<file path="src/hdl/dwlm_pkg.sv">
// package of constants and types for the drive warning limit monitor
package dwlm_pkg;
  // value widths: frequency in 0.1 Hz, current in 0.1 A, ref/feedback in 0.001 unit
  localparam int DWLM_FW = 16;
  localparam int DWLM_CW = 16;
  localparam int DWLM_RW = 32;
  // register offsets
  localparam logic [3:0] DWLM_A_CTRL = 4'h0;
  localparam logic [3:0] DWLM_A_CUR_LO = 4'h1;
  localparam logic [3:0] DWLM_A_CUR_HI = 4'h2;
  localparam logic [3:0] DWLM_A_FLOW = 4'h3;
  localparam logic [3:0] DWLM_A_FREQ_HI = 4'h4;
  localparam logic [3:0] DWLM_A_RLOW = 4'h5;
  localparam logic [3:0] DWLM_A_RHIGH = 4'h6;
  localparam logic [3:0] DWLM_A_FBLO = 4'h7;
  localparam logic [3:0] DWLM_A_FBHI = 4'h8;
  localparam logic [3:0] DWLM_A_ROUTE_A = 4'h9;
  localparam logic [3:0] DWLM_A_ROUTE_B = 4'ha;
  localparam logic [3:0] DWLM_A_ROUTE_R = 4'hb;
  localparam logic [3:0] DWLM_A_STATUS = 4'hc;
  localparam logic [3:0] DWLM_A_IRQ_CLR = 4'hd;
  localparam logic [3:0] DWLM_A_IRQ_EN = 4'he;
  localparam logic [3:0] DWLM_A_LIVE = 4'hf;
  // ctrl field positions
  localparam int DWLM_C_RANGE = 0;
  localparam int DWLM_C_NOLOAD_WARN = 1;
  localparam int DWLM_C_CLOSED = 2;
  // warning bit positions
  localparam int DWLM_W_CLOW = 0;
  localparam int DWLM_W_CHIGH = 1;
  localparam int DWLM_W_FLOW = 2;
  localparam int DWLM_W_FREQ_HI = 3;
  localparam int DWLM_W_RLOW = 4;
  localparam int DWLM_W_RHIGH = 5;
  localparam int DWLM_W_FB_LO = 6;
  localparam int DWLM_W_FB_HI = 7;
  // limits and reset values
  localparam logic [DWLM_FW-1:0] DWLM_F_MAX_LO = 16'h04b0; // 120.0 Hz
  localparam logic [DWLM_FW-1:0] DWLM_F_MAX_HI = 16'h2710; // 1000.0 Hz
  localparam logic [DWLM_FW-1:0] DWLM_FREQ_HI_RST = 16'h04b0; // 120.0 Hz
  localparam logic [DWLM_FW-1:0] DWLM_FLOW_RST = 16'h0000; // 0.0 Hz
  localparam logic [DWLM_CW-1:0] DWLM_CUR_LO_RST = 16'h0000; // 0.0 A
  localparam logic [DWLM_RW-1:0] DWLM_R_MIN = 32'hc4653601; // -999,999.999
  localparam logic [DWLM_RW-1:0] DWLM_R_MAX = 32'h3b9ac9ff; // 999,999.999
  localparam logic [2:0] DWLM_CTRL_RST = 3'h2; // 0-120 Hz, no-load warns, open loop
  // drive measurements travelling together
  typedef struct packed {
    logic [DWLM_CW-1:0] current;
    logic [DWLM_FW-1:0] freq;
    logic signed [DWLM_RW-1:0] ref_val;
    logic signed [DWLM_RW-1:0] fb;
  } dwlm_meas_s;
  // drive run state
  typedef struct packed {
    logic running;
    logic ramping;
    logic at_ref;
    logic remote_ref;
  } dwlm_run_s;
  typedef enum logic [1:0] {DWLM_IDLE, DWLM_RAMP, DWLM_ARMED} dwlm_gate_e;
endpackage

</file>
<file path="src/hdl/dwlm_monitor.sv">
// limit warning monitor with register port, routing and interrupt
//
// Decided for this implementation: the plain strobed port and the register addresses.
module dwlm_monitor
  import dwlm_pkg::*;
#(
  parameter logic [DWLM_CW-1:0] MAX_CURRENT = 16'h03e8
)(
  input wire logic mclk,
  input wire logic rst,
  input wire dwlm_meas_s meas,
  input wire dwlm_run_s run,
  input wire logic [3:0] addr,
  input wire logic [31:0] wdata,
  input wire logic wr,
  input wire logic rd,
  output logic [31:0] rdata,
  output logic [7:0] warn,
  output logic term_a,
  output logic term_b,
  output logic relay,
  output logic trip,
  output logic irq
);
  // configuration registers
  logic [2:0] ctrl, next_ctrl;
  logic [DWLM_CW-1:0] low_current_threshold, next_low_current_threshold;
  logic [DWLM_CW-1:0] high_current_threshold, next_high_current_threshold;
  logic [DWLM_FW-1:0] low_frequency_threshold, next_low_frequency_threshold;
  logic [DWLM_FW-1:0] high_frequency_threshold, next_high_frequency_threshold;
  logic signed [DWLM_RW-1:0] low_reference_threshold, next_low_reference_threshold;
  logic signed [DWLM_RW-1:0] high_reference_threshold, next_high_reference_threshold;
  logic signed [DWLM_RW-1:0] low_feedback_threshold, next_low_feedback_threshold;
  logic signed [DWLM_RW-1:0] high_feedback_threshold, next_high_feedback_threshold;
  logic [7:0] route_a, next_route_a; // warnings routed to terminal a
  logic [7:0] route_b, next_route_b; // warnings routed to terminal b
  logic [7:0] route_r, next_route_r; // warnings routed to relay
  logic [7:0] status, next_status; // sticky event bits
  logic [7:0] irq_en, next_irq_en;
  logic [31:0] next_rdata;
  // gate and flag state
  dwlm_gate_e gate, next_gate;
  logic [7:0] next_warn;
  logic next_trip;
  logic [7:0] raw; // ungated comparisons
  logic [DWLM_FW-1:0] f_ceiling; // range dependent frequency ceiling
  logic signed [DWLM_RW-1:0] wv; // write data as signed value

  assign f_ceiling = ctrl[DWLM_C_RANGE] ? DWLM_F_MAX_HI : DWLM_F_MAX_LO;
  assign wv = $signed(wdata);

  // register writes, with each threshold clamped to its legal window
  always_comb
  begin
    next_ctrl = ctrl;
    next_low_current_threshold = low_current_threshold;
    next_high_current_threshold = high_current_threshold;
    next_low_frequency_threshold = low_frequency_threshold;
    next_high_frequency_threshold = high_frequency_threshold;
    next_low_reference_threshold = low_reference_threshold;
    next_high_reference_threshold = high_reference_threshold;
    next_low_feedback_threshold = low_feedback_threshold;
    next_high_feedback_threshold = high_feedback_threshold;
    next_route_a = route_a;
    next_route_b = route_b;
    next_route_r = route_r;
    next_irq_en = irq_en;
    if (wr)
    begin
      case (addr)
        DWLM_A_CTRL: next_ctrl = wdata[2:0];
        // low current may not pass the high current threshold
        DWLM_A_CUR_LO:
        begin
          if (wdata[DWLM_CW-1:0] > high_current_threshold)
            next_low_current_threshold = high_current_threshold;
          else
            next_low_current_threshold = wdata[DWLM_CW-1:0];
        end
        DWLM_A_CUR_HI:
        begin
          if (wdata[DWLM_CW-1:0] > MAX_CURRENT)
            next_high_current_threshold = MAX_CURRENT;
          else if (wdata[DWLM_CW-1:0] < low_current_threshold)
            next_high_current_threshold = low_current_threshold;
          else
            next_high_current_threshold = wdata[DWLM_CW-1:0];
        end
        DWLM_A_FLOW:
        begin
          if (wdata[DWLM_FW-1:0] > high_frequency_threshold)
            next_low_frequency_threshold = high_frequency_threshold;
          else
            next_low_frequency_threshold = wdata[DWLM_FW-1:0];
        end
        DWLM_A_FREQ_HI:
        begin
          if (wdata[DWLM_FW-1:0] > f_ceiling)
            next_high_frequency_threshold = f_ceiling;
          else if (wdata[DWLM_FW-1:0] < low_frequency_threshold)
            next_high_frequency_threshold = low_frequency_threshold;
          else
            next_high_frequency_threshold = wdata[DWLM_FW-1:0];
        end
        DWLM_A_RLOW:
        begin
          if (wv > high_reference_threshold)
            next_low_reference_threshold = high_reference_threshold;
          else if (wv < $signed(DWLM_R_MIN))
            next_low_reference_threshold = $signed(DWLM_R_MIN);
          else
            next_low_reference_threshold = wv;
        end
        DWLM_A_RHIGH:
        begin
          if (wv < low_reference_threshold)
            next_high_reference_threshold = low_reference_threshold;
          else if (wv > $signed(DWLM_R_MAX))
            next_high_reference_threshold = $signed(DWLM_R_MAX);
          else
            next_high_reference_threshold = wv;
        end
        DWLM_A_FBLO:
        begin
          if (wv > high_feedback_threshold)
            next_low_feedback_threshold = high_feedback_threshold;
          else if (wv < $signed(DWLM_R_MIN))
            next_low_feedback_threshold = $signed(DWLM_R_MIN);
          else
            next_low_feedback_threshold = wv;
        end
        // high feedback floored by low feedback
        DWLM_A_FBHI:
        begin
          if (wv < low_feedback_threshold)
            next_high_feedback_threshold = low_feedback_threshold;
          else if (wv > $signed(DWLM_R_MAX))
            next_high_feedback_threshold = $signed(DWLM_R_MAX);
          else
            next_high_feedback_threshold = wv;
        end
        DWLM_A_ROUTE_A: next_route_a = wdata[7:0];
        DWLM_A_ROUTE_B: next_route_b = wdata[7:0];
        DWLM_A_ROUTE_R: next_route_r = wdata[7:0];
        DWLM_A_IRQ_EN: next_irq_en = wdata[7:0];
        default: ; // read-only or clear registers change nothing here
      endcase
    end
    // a range switch down must not leave the high limit above the new ceiling
    if (high_frequency_threshold > f_ceiling)
      next_high_frequency_threshold = f_ceiling;
    // low limit follows too, else the pair could cross
    if (low_frequency_threshold > f_ceiling)
      next_low_frequency_threshold = f_ceiling;
  end

  // configuration registers
  always_ff @(posedge mclk)
  begin
    if (rst)
    begin
      ctrl <= DWLM_CTRL_RST;
      low_current_threshold <= DWLM_CUR_LO_RST;
      high_current_threshold <= MAX_CURRENT;
      low_frequency_threshold <= DWLM_FLOW_RST;
      high_frequency_threshold <= DWLM_FREQ_HI_RST;
      low_reference_threshold <= DWLM_R_MIN;
      high_reference_threshold <= DWLM_R_MAX;
      low_feedback_threshold <= DWLM_R_MIN;
      high_feedback_threshold <= DWLM_R_MAX;
      route_a <= 8'h00;
      route_b <= 8'h00;
      route_r <= 8'h00;
      irq_en <= 8'h00;
    end
    else
    begin
      ctrl <= next_ctrl;
      low_current_threshold <= next_low_current_threshold;
      high_current_threshold <= next_high_current_threshold;
      low_frequency_threshold <= next_low_frequency_threshold;
      high_frequency_threshold <= next_high_frequency_threshold;
      low_reference_threshold <= next_low_reference_threshold;
      high_reference_threshold <= next_high_reference_threshold;
      low_feedback_threshold <= next_low_feedback_threshold;
      high_feedback_threshold <= next_high_feedback_threshold;
      route_a <= next_route_a;
      route_b <= next_route_b;
      route_r <= next_route_r;
      irq_en <= next_irq_en;
    end
  end

  always_comb
  begin
    raw = 8'h00;
    raw[DWLM_W_CLOW] = meas.current < low_current_threshold;
    raw[DWLM_W_CHIGH] = meas.current > high_current_threshold;
    raw[DWLM_W_FLOW] = meas.freq < low_frequency_threshold;
    raw[DWLM_W_FREQ_HI] = meas.freq > high_frequency_threshold;
    // remote reference only; units are the caller's scaling
    raw[DWLM_W_RLOW] = run.remote_ref && (meas.ref_val < low_reference_threshold);
    raw[DWLM_W_RHIGH] = run.remote_ref && (meas.ref_val > high_reference_threshold);
    raw[DWLM_W_FB_LO] = meas.fb < low_feedback_threshold;
    raw[DWLM_W_FB_HI] = meas.fb > high_feedback_threshold;
  end

  // enabling gate: idle while stopped, ramp until the reference is reached
  always_comb
  begin
    next_gate = gate;
    case (gate)
      DWLM_IDLE: if (run.running) next_gate = DWLM_RAMP;
      DWLM_RAMP:
      begin
        if (!run.running)
          next_gate = DWLM_IDLE;
        else if (run.at_ref && !run.ramping)
          next_gate = DWLM_ARMED;
      end
      DWLM_ARMED:
      begin
        if (!run.running)
          next_gate = DWLM_IDLE;
        else if (run.ramping)
          next_gate = DWLM_RAMP;
      end
      default: next_gate = DWLM_IDLE;
    endcase
  end

  // gated flags and no-load handling
  always_comb
  begin
    next_warn = (gate == DWLM_ARMED) ? raw : 8'h00;
    // low current only warns when no-load is set to warn
    next_warn[DWLM_W_CLOW] = next_warn[DWLM_W_CLOW] & ctrl[DWLM_C_NOLOAD_WARN];
    next_trip = trip | ((gate == DWLM_ARMED) & raw[DWLM_W_CLOW] & ~ctrl[DWLM_C_NOLOAD_WARN]);
    // sticky status, a new event wins over a clear in the same cycle
    next_status = status;
    if (wr && addr == DWLM_A_IRQ_CLR)
      next_status = status & ~wdata[7:0];
    next_status = next_status | (next_warn & ~warn);
  end

  // gate, flags, status
  always_ff @(posedge mclk)
  begin
    if (rst)
    begin
      gate <= DWLM_IDLE;
      warn <= 8'h00;
      trip <= 1'b0;
      status <= 8'h00;
    end
    else
    begin
      gate <= next_gate;
      warn <= next_warn;
      trip <= next_trip;
      status <= next_status;
    end
  end

  always_ff @(posedge mclk)
  begin
    if (rst)
    begin
      term_a <= 1'b0;
      term_b <= 1'b0;
      relay <= 1'b0;
    end
    else
    begin
      term_a <= |(next_warn & route_a);
      term_b <= |(next_warn & route_b);
      relay <= |(next_warn & route_r);
    end
  end

  // level interrupt while an enabled status bit is set
  assign irq = |(status & irq_en);

  // read data, valid the cycle after the read strobe; unmapped reads zero
  always_comb
  begin
    next_rdata = 32'h0000_0000;
    if (rd)
    begin
      case (addr)
        DWLM_A_CTRL: next_rdata = {29'h0, ctrl};
        DWLM_A_CUR_LO: next_rdata = {16'h0, low_current_threshold};
        DWLM_A_CUR_HI: next_rdata = {16'h0, high_current_threshold};
        DWLM_A_FLOW: next_rdata = {16'h0, low_frequency_threshold};
        DWLM_A_FREQ_HI: next_rdata = {16'h0, high_frequency_threshold};
        DWLM_A_RLOW: next_rdata = low_reference_threshold;
        DWLM_A_RHIGH: next_rdata = high_reference_threshold;
        DWLM_A_FBLO: next_rdata = low_feedback_threshold;
        DWLM_A_FBHI: next_rdata = high_feedback_threshold;
        DWLM_A_ROUTE_A: next_rdata = {24'h0, route_a};
        DWLM_A_ROUTE_B: next_rdata = {24'h0, route_b};
        DWLM_A_ROUTE_R: next_rdata = {24'h0, route_r};
        DWLM_A_STATUS: next_rdata = {24'h0, status};
        DWLM_A_IRQ_EN: next_rdata = {24'h0, irq_en};
        DWLM_A_LIVE: next_rdata = {21'h0, trip, gate == DWLM_ARMED, 1'b0, warn};
        default: next_rdata = 32'h0000_0000; // clear register reads zero
      endcase
    end
  end

  // read data register
  always_ff @(posedge mclk)
  begin
    if (rst)
      rdata <= 32'h0000_0000;
    else
      rdata <= next_rdata;
  end
endmodule

</file>
<file path="config.mk">
export PLATFORM = sky130hd
export DESIGN_NAME = dwlm_monitor
export DESIGN_NICKNAME = d
export VERILOG_FILES = /design/src/hdl/dwlm_pkg.sv /design/src/hdl/dwlm_monitor.sv
export SDC_FILE = /design/constraint.sdc
export NUM_CORES = 1
export LEC_CHECK = 0
export BUFFER_PORTS_ARGS = -buffer_cell sky130_fd_sc_hd__buf_2
export CAP_MARGIN = 20
export CORE_MARGIN = 3
export CORE_UTILIZATION = 45
export CTS_BUF_LIST = sky130_fd_sc_hd__clkbuf_8
export DETAILED_ROUTE_END_ITERATION = 7
export PLACE_DENSITY = 0.73
export RECOVER_POWER = 100
export SKIP_LAST_GASP = 1
export SLEW_MARGIN = 20
export SYNTH_ARGS = -nofsm -noshare
export SYNTH_HDL_FRONTEND = slang
export SYNTH_SLANG_ARGS = --single-unit
</file>
<file path="constraint.sdc">
create_clock -name mclk -period 3 [get_ports mclk]
set_input_delay 0.15 -clock mclk [delete_from_list [all_inputs] [get_ports mclk]]
set_output_delay 0.15 -clock mclk [all_outputs]
set_load 0.005 [all_outputs]
</file>
==> flow_summary.yaml <==
timing:
  fin_crit_ns: 2.987
  finalSetupViolations: 0
  grt_setup_unrepaired: "yes"
  finClkSkew_ns: 0.03374
  fmaxAchievable_ghz: 0.3348
  period_share_pct: 99.57
  max_slew.worst_pin.slew_ns: 1.303
  hold_viol: 0
  slew_headroom_pct: 12.79
  slew_violations: 0
  holdWs_ns: 0.02938
global_route:
  grt_overflow: 0
  grt.busiest_layer: "met2"
  use_met1_pct: 43.37
  antenna_found_initial: 6
  grt_pass1_vias: 24310
  use_met2_pct: 59.63
  grt_pass1_wl_um: 151000
  grt_max_degree: 99
  grt.total_usage_pct: 37.33
  grt_use_met3_pct: 8.107
worst_setup_path:
  startpoint: "high_feedback_threshold[25]"
  worst-path-max-fanout: 15
  cp.arrival_ns: 3.55
  cp_data_required_time_ns: 3.56
  reg2reg_from: "high_feedback_threshold[25]"
  cp-end-kind: "flip-flop"
  startpoint_type: "flip-flop"
  worstSetupPathType: "reg2reg"
logic_synthesis:
  synth_edf_count: 0
  synth-seq-area-share_pct: 24.79
  synth_fp_nets: 3303
  synth_seq_cells: 281
  synth_top_area_cell: "dfxtp_1"
  synth_area_leaders: "dfxtp_1, ha_1, a21oi_1"
  synth_top_area_share_pct: 24.79
  synthCells: 2771
  synthArstFlopShare_pct: 0
  syn_area_um2: 22690
  ys.flop_type: "dfxtp_1"
  syn_area_per_cell_um2: 8.188
  yosys_warnings: 0
  yosysUniqueCellTypes: 76
min_path:
  min_path_type: "in2reg"
  hold_start: "addr[3]"
final_layout:
  drive_above_1_share_pct: 18.05
  nNetsFinal: 3667
  nFillCells: 4640
  final_core_util_pct: 55.98
  synthToLayoutAreaGrowth_pct: 21.78
drt:
  drt_iter0_drc: 2599
  num_vias: 24798
  drtAntennaViolNets: 0
  post_drt_wl_per_cell_um: 27.10
  drcViolationCount: 0
  firstDrtPassIters: 6
  drt_wl_total_um: 104100
  viasPerCell: 6.458
clock_network:
  cts.clk_slew.worst_paths_ns: 0.06
  tritoncts: "yes"
  cts_sinks: 281
  cts_made_buffers: 52
  clockRootBuffer: "clkbuf_8"
  htree_levels: 2
  cts_buffer_depth: 3
  clk_latency_ns: 0.69
pwr:
  p_leak_nw: 12.36
  peakVddDrop_mv: 0.3416
  power.total_mw: 10.43
  power.density_nw_per_um2: 377.6
place:
  place.gp.congestion: 0.9963
  hpwl_um: 80530
  io_buffers: 184
die:
  start_util_pct: 45.97
  dieHeight_um: 230.5
  die_x_um: 230.5
  pin_count: 185
  design.core.area_um2: 49360
  dieArea_um2: 53150
  fp-row-count: 81
status:
  status: "completed"
run:
  max_cap_violations: 0
-- flip-flops by register name, indices dropped and copies added (netlist names), 16 cells and up --
signal / flops
high_current_threshold: 16
high_feedback_threshold: 32
low_reference_threshold: 32
low_frequency_threshold: 16
rdata: 32
high_reference_threshold: 32
low_feedback_threshold: 32
high_frequency_threshold: 16
low_current_threshold: 16
-- area by class of cell --
cell class	instances	area, µm²	share of cell area (%)
Sequential cell	281	5644	20.43
Clock inverter	25	193.9	0.7019
Multi-Input combinational cell	2111	15870	57.42
Timing Repair Buffer	452	3264	11.81
Clock buffer	68	935.9	3.387
Tap cell	664	830.8	3.007
Antenna cell	2	5.005	0.01811
Inverter	237	889.6	3.220
-- final timing paths --
kind	end	slack, ns	cells past startpoint
max	low_feedback_threshold[4]	0.01	12
min	rdata[3]	0.03	3
min reg2reg	low_current_threshold[6]	0.50	2
max reg2reg	low_feedback_threshold[4]	0.01	12
-- power by group --
part	internal (mW)	switching [mW]	leakage, nW
clock	2.28	1.86	0.633
combinational	0.962	1.45	9.46
sequential	3.80	0.0784	2.27
total	7.05	3.38	12.4
-- cell usage in the layout (no fill, tap or decap), drive strengths merged, types with 21 or more instances in the layout --
cell type / count
buf: 394
ha: 392
dfxtp: 281
a21oi: 251
inv: 250
nor2: 212
o21ai: 152
nand2: 148
mux2i: 120
clkbuf: 110
a22oi: 83
a211oi: 70
nand3: 69
nand4: 68
a21o: 57
nor3: 48
nor2b: 39
nand2b: 30
a221oi: 30
o21a: 27
a221o: 24
a311oi: 24
a22o: 21
o31ai: 21
-- per-stage QoR --
step	setup TNS (ns)	cell area (µm²)	instances	setup WS (ns)
2_1_floorplan	0	22690	2771	0.1679
4_1_cts	0	27370	3825	0.003453
5_1_grt	-0.6885	27630	3839	-0.07778
3_5_place_dp	-6.335	25960	3714	-0.3098
3_3_place_gp	-2.091	25960	3714	-0.1855
6_report	0	27630	3840	0.01304
-- critical path: stages, from the launching register on --
cell and delay, ns:
dfxtp_4 0.37, inv_1 0.09, ha_1 0.31, a21o_1 0.18, a21o_1 0.18, a21oi_2 0.18, nor2_1 0.06, or4_4 0.47
nor3_4 0.22, buf_4 0.15, buf_12 0.16, o21ai_0 0.12, a311oi_2 0.38
-- logic make-up (layout without fill, tap and decap cells) --
| kind of cell | after synthesis | count (layout) | share of synthesized area (%) |
|---|---|---|---|
| AOI/OAI and AO/OA | 891 | 891 | 26.50 |
| adders and majority gates | 392 | 392 | 21.62 |
| buffers and inverters | 379 | 782 | 6.425 |
| DFF | 281 | 281 | 24.79 |
| muxes | 130 | 130 | 5.791 |
| other | 0 | 2 | 0 |
| and+or+nand+nor | 698 | 698 | 14.87 |
-- metal layers --
| layer | part of all wire (%) | up-vias |
|---|---|---|
| met1 | 37 | 11629 |
| met5 | 0.021 | - |
| met2 | 44 | 1569 |
| met4 | 9.2 | 4 |
| met3 | 9.8 | 469 |
| li1 | - | 11127 |
-- repair_timing --
item                       CTS  global route
hold endpoints to repair    20             0
gates cloned                 2             4
setup endpoints to repair   44           127
resized for setup           15            51
hold buffers                14             0
pin swaps                    2            17
setup buffers                2             9
-- synth_stat cells (19+ instances only) --
cell type and instances:
nand3_1 69, a311oi_1 24, o21ai_0 149, nand2b_1 30
nand4_1 68, a22oi_1 83, nor2b_1 39, a21oi_1 251
a21o_1 57, ha_1 392, clkbuf_1 122, a22o_1 21
nor2_1 212, a221oi_1 29, a211oi_1 70, a221o_1 24
mux2i_1 120, nor3_1 48, nand2_1 148, inv_1 237
o31ai_1 19, dfxtp_1 281, o21a_1 27
No activity file was read; power rests on OpenSTA's default activity.
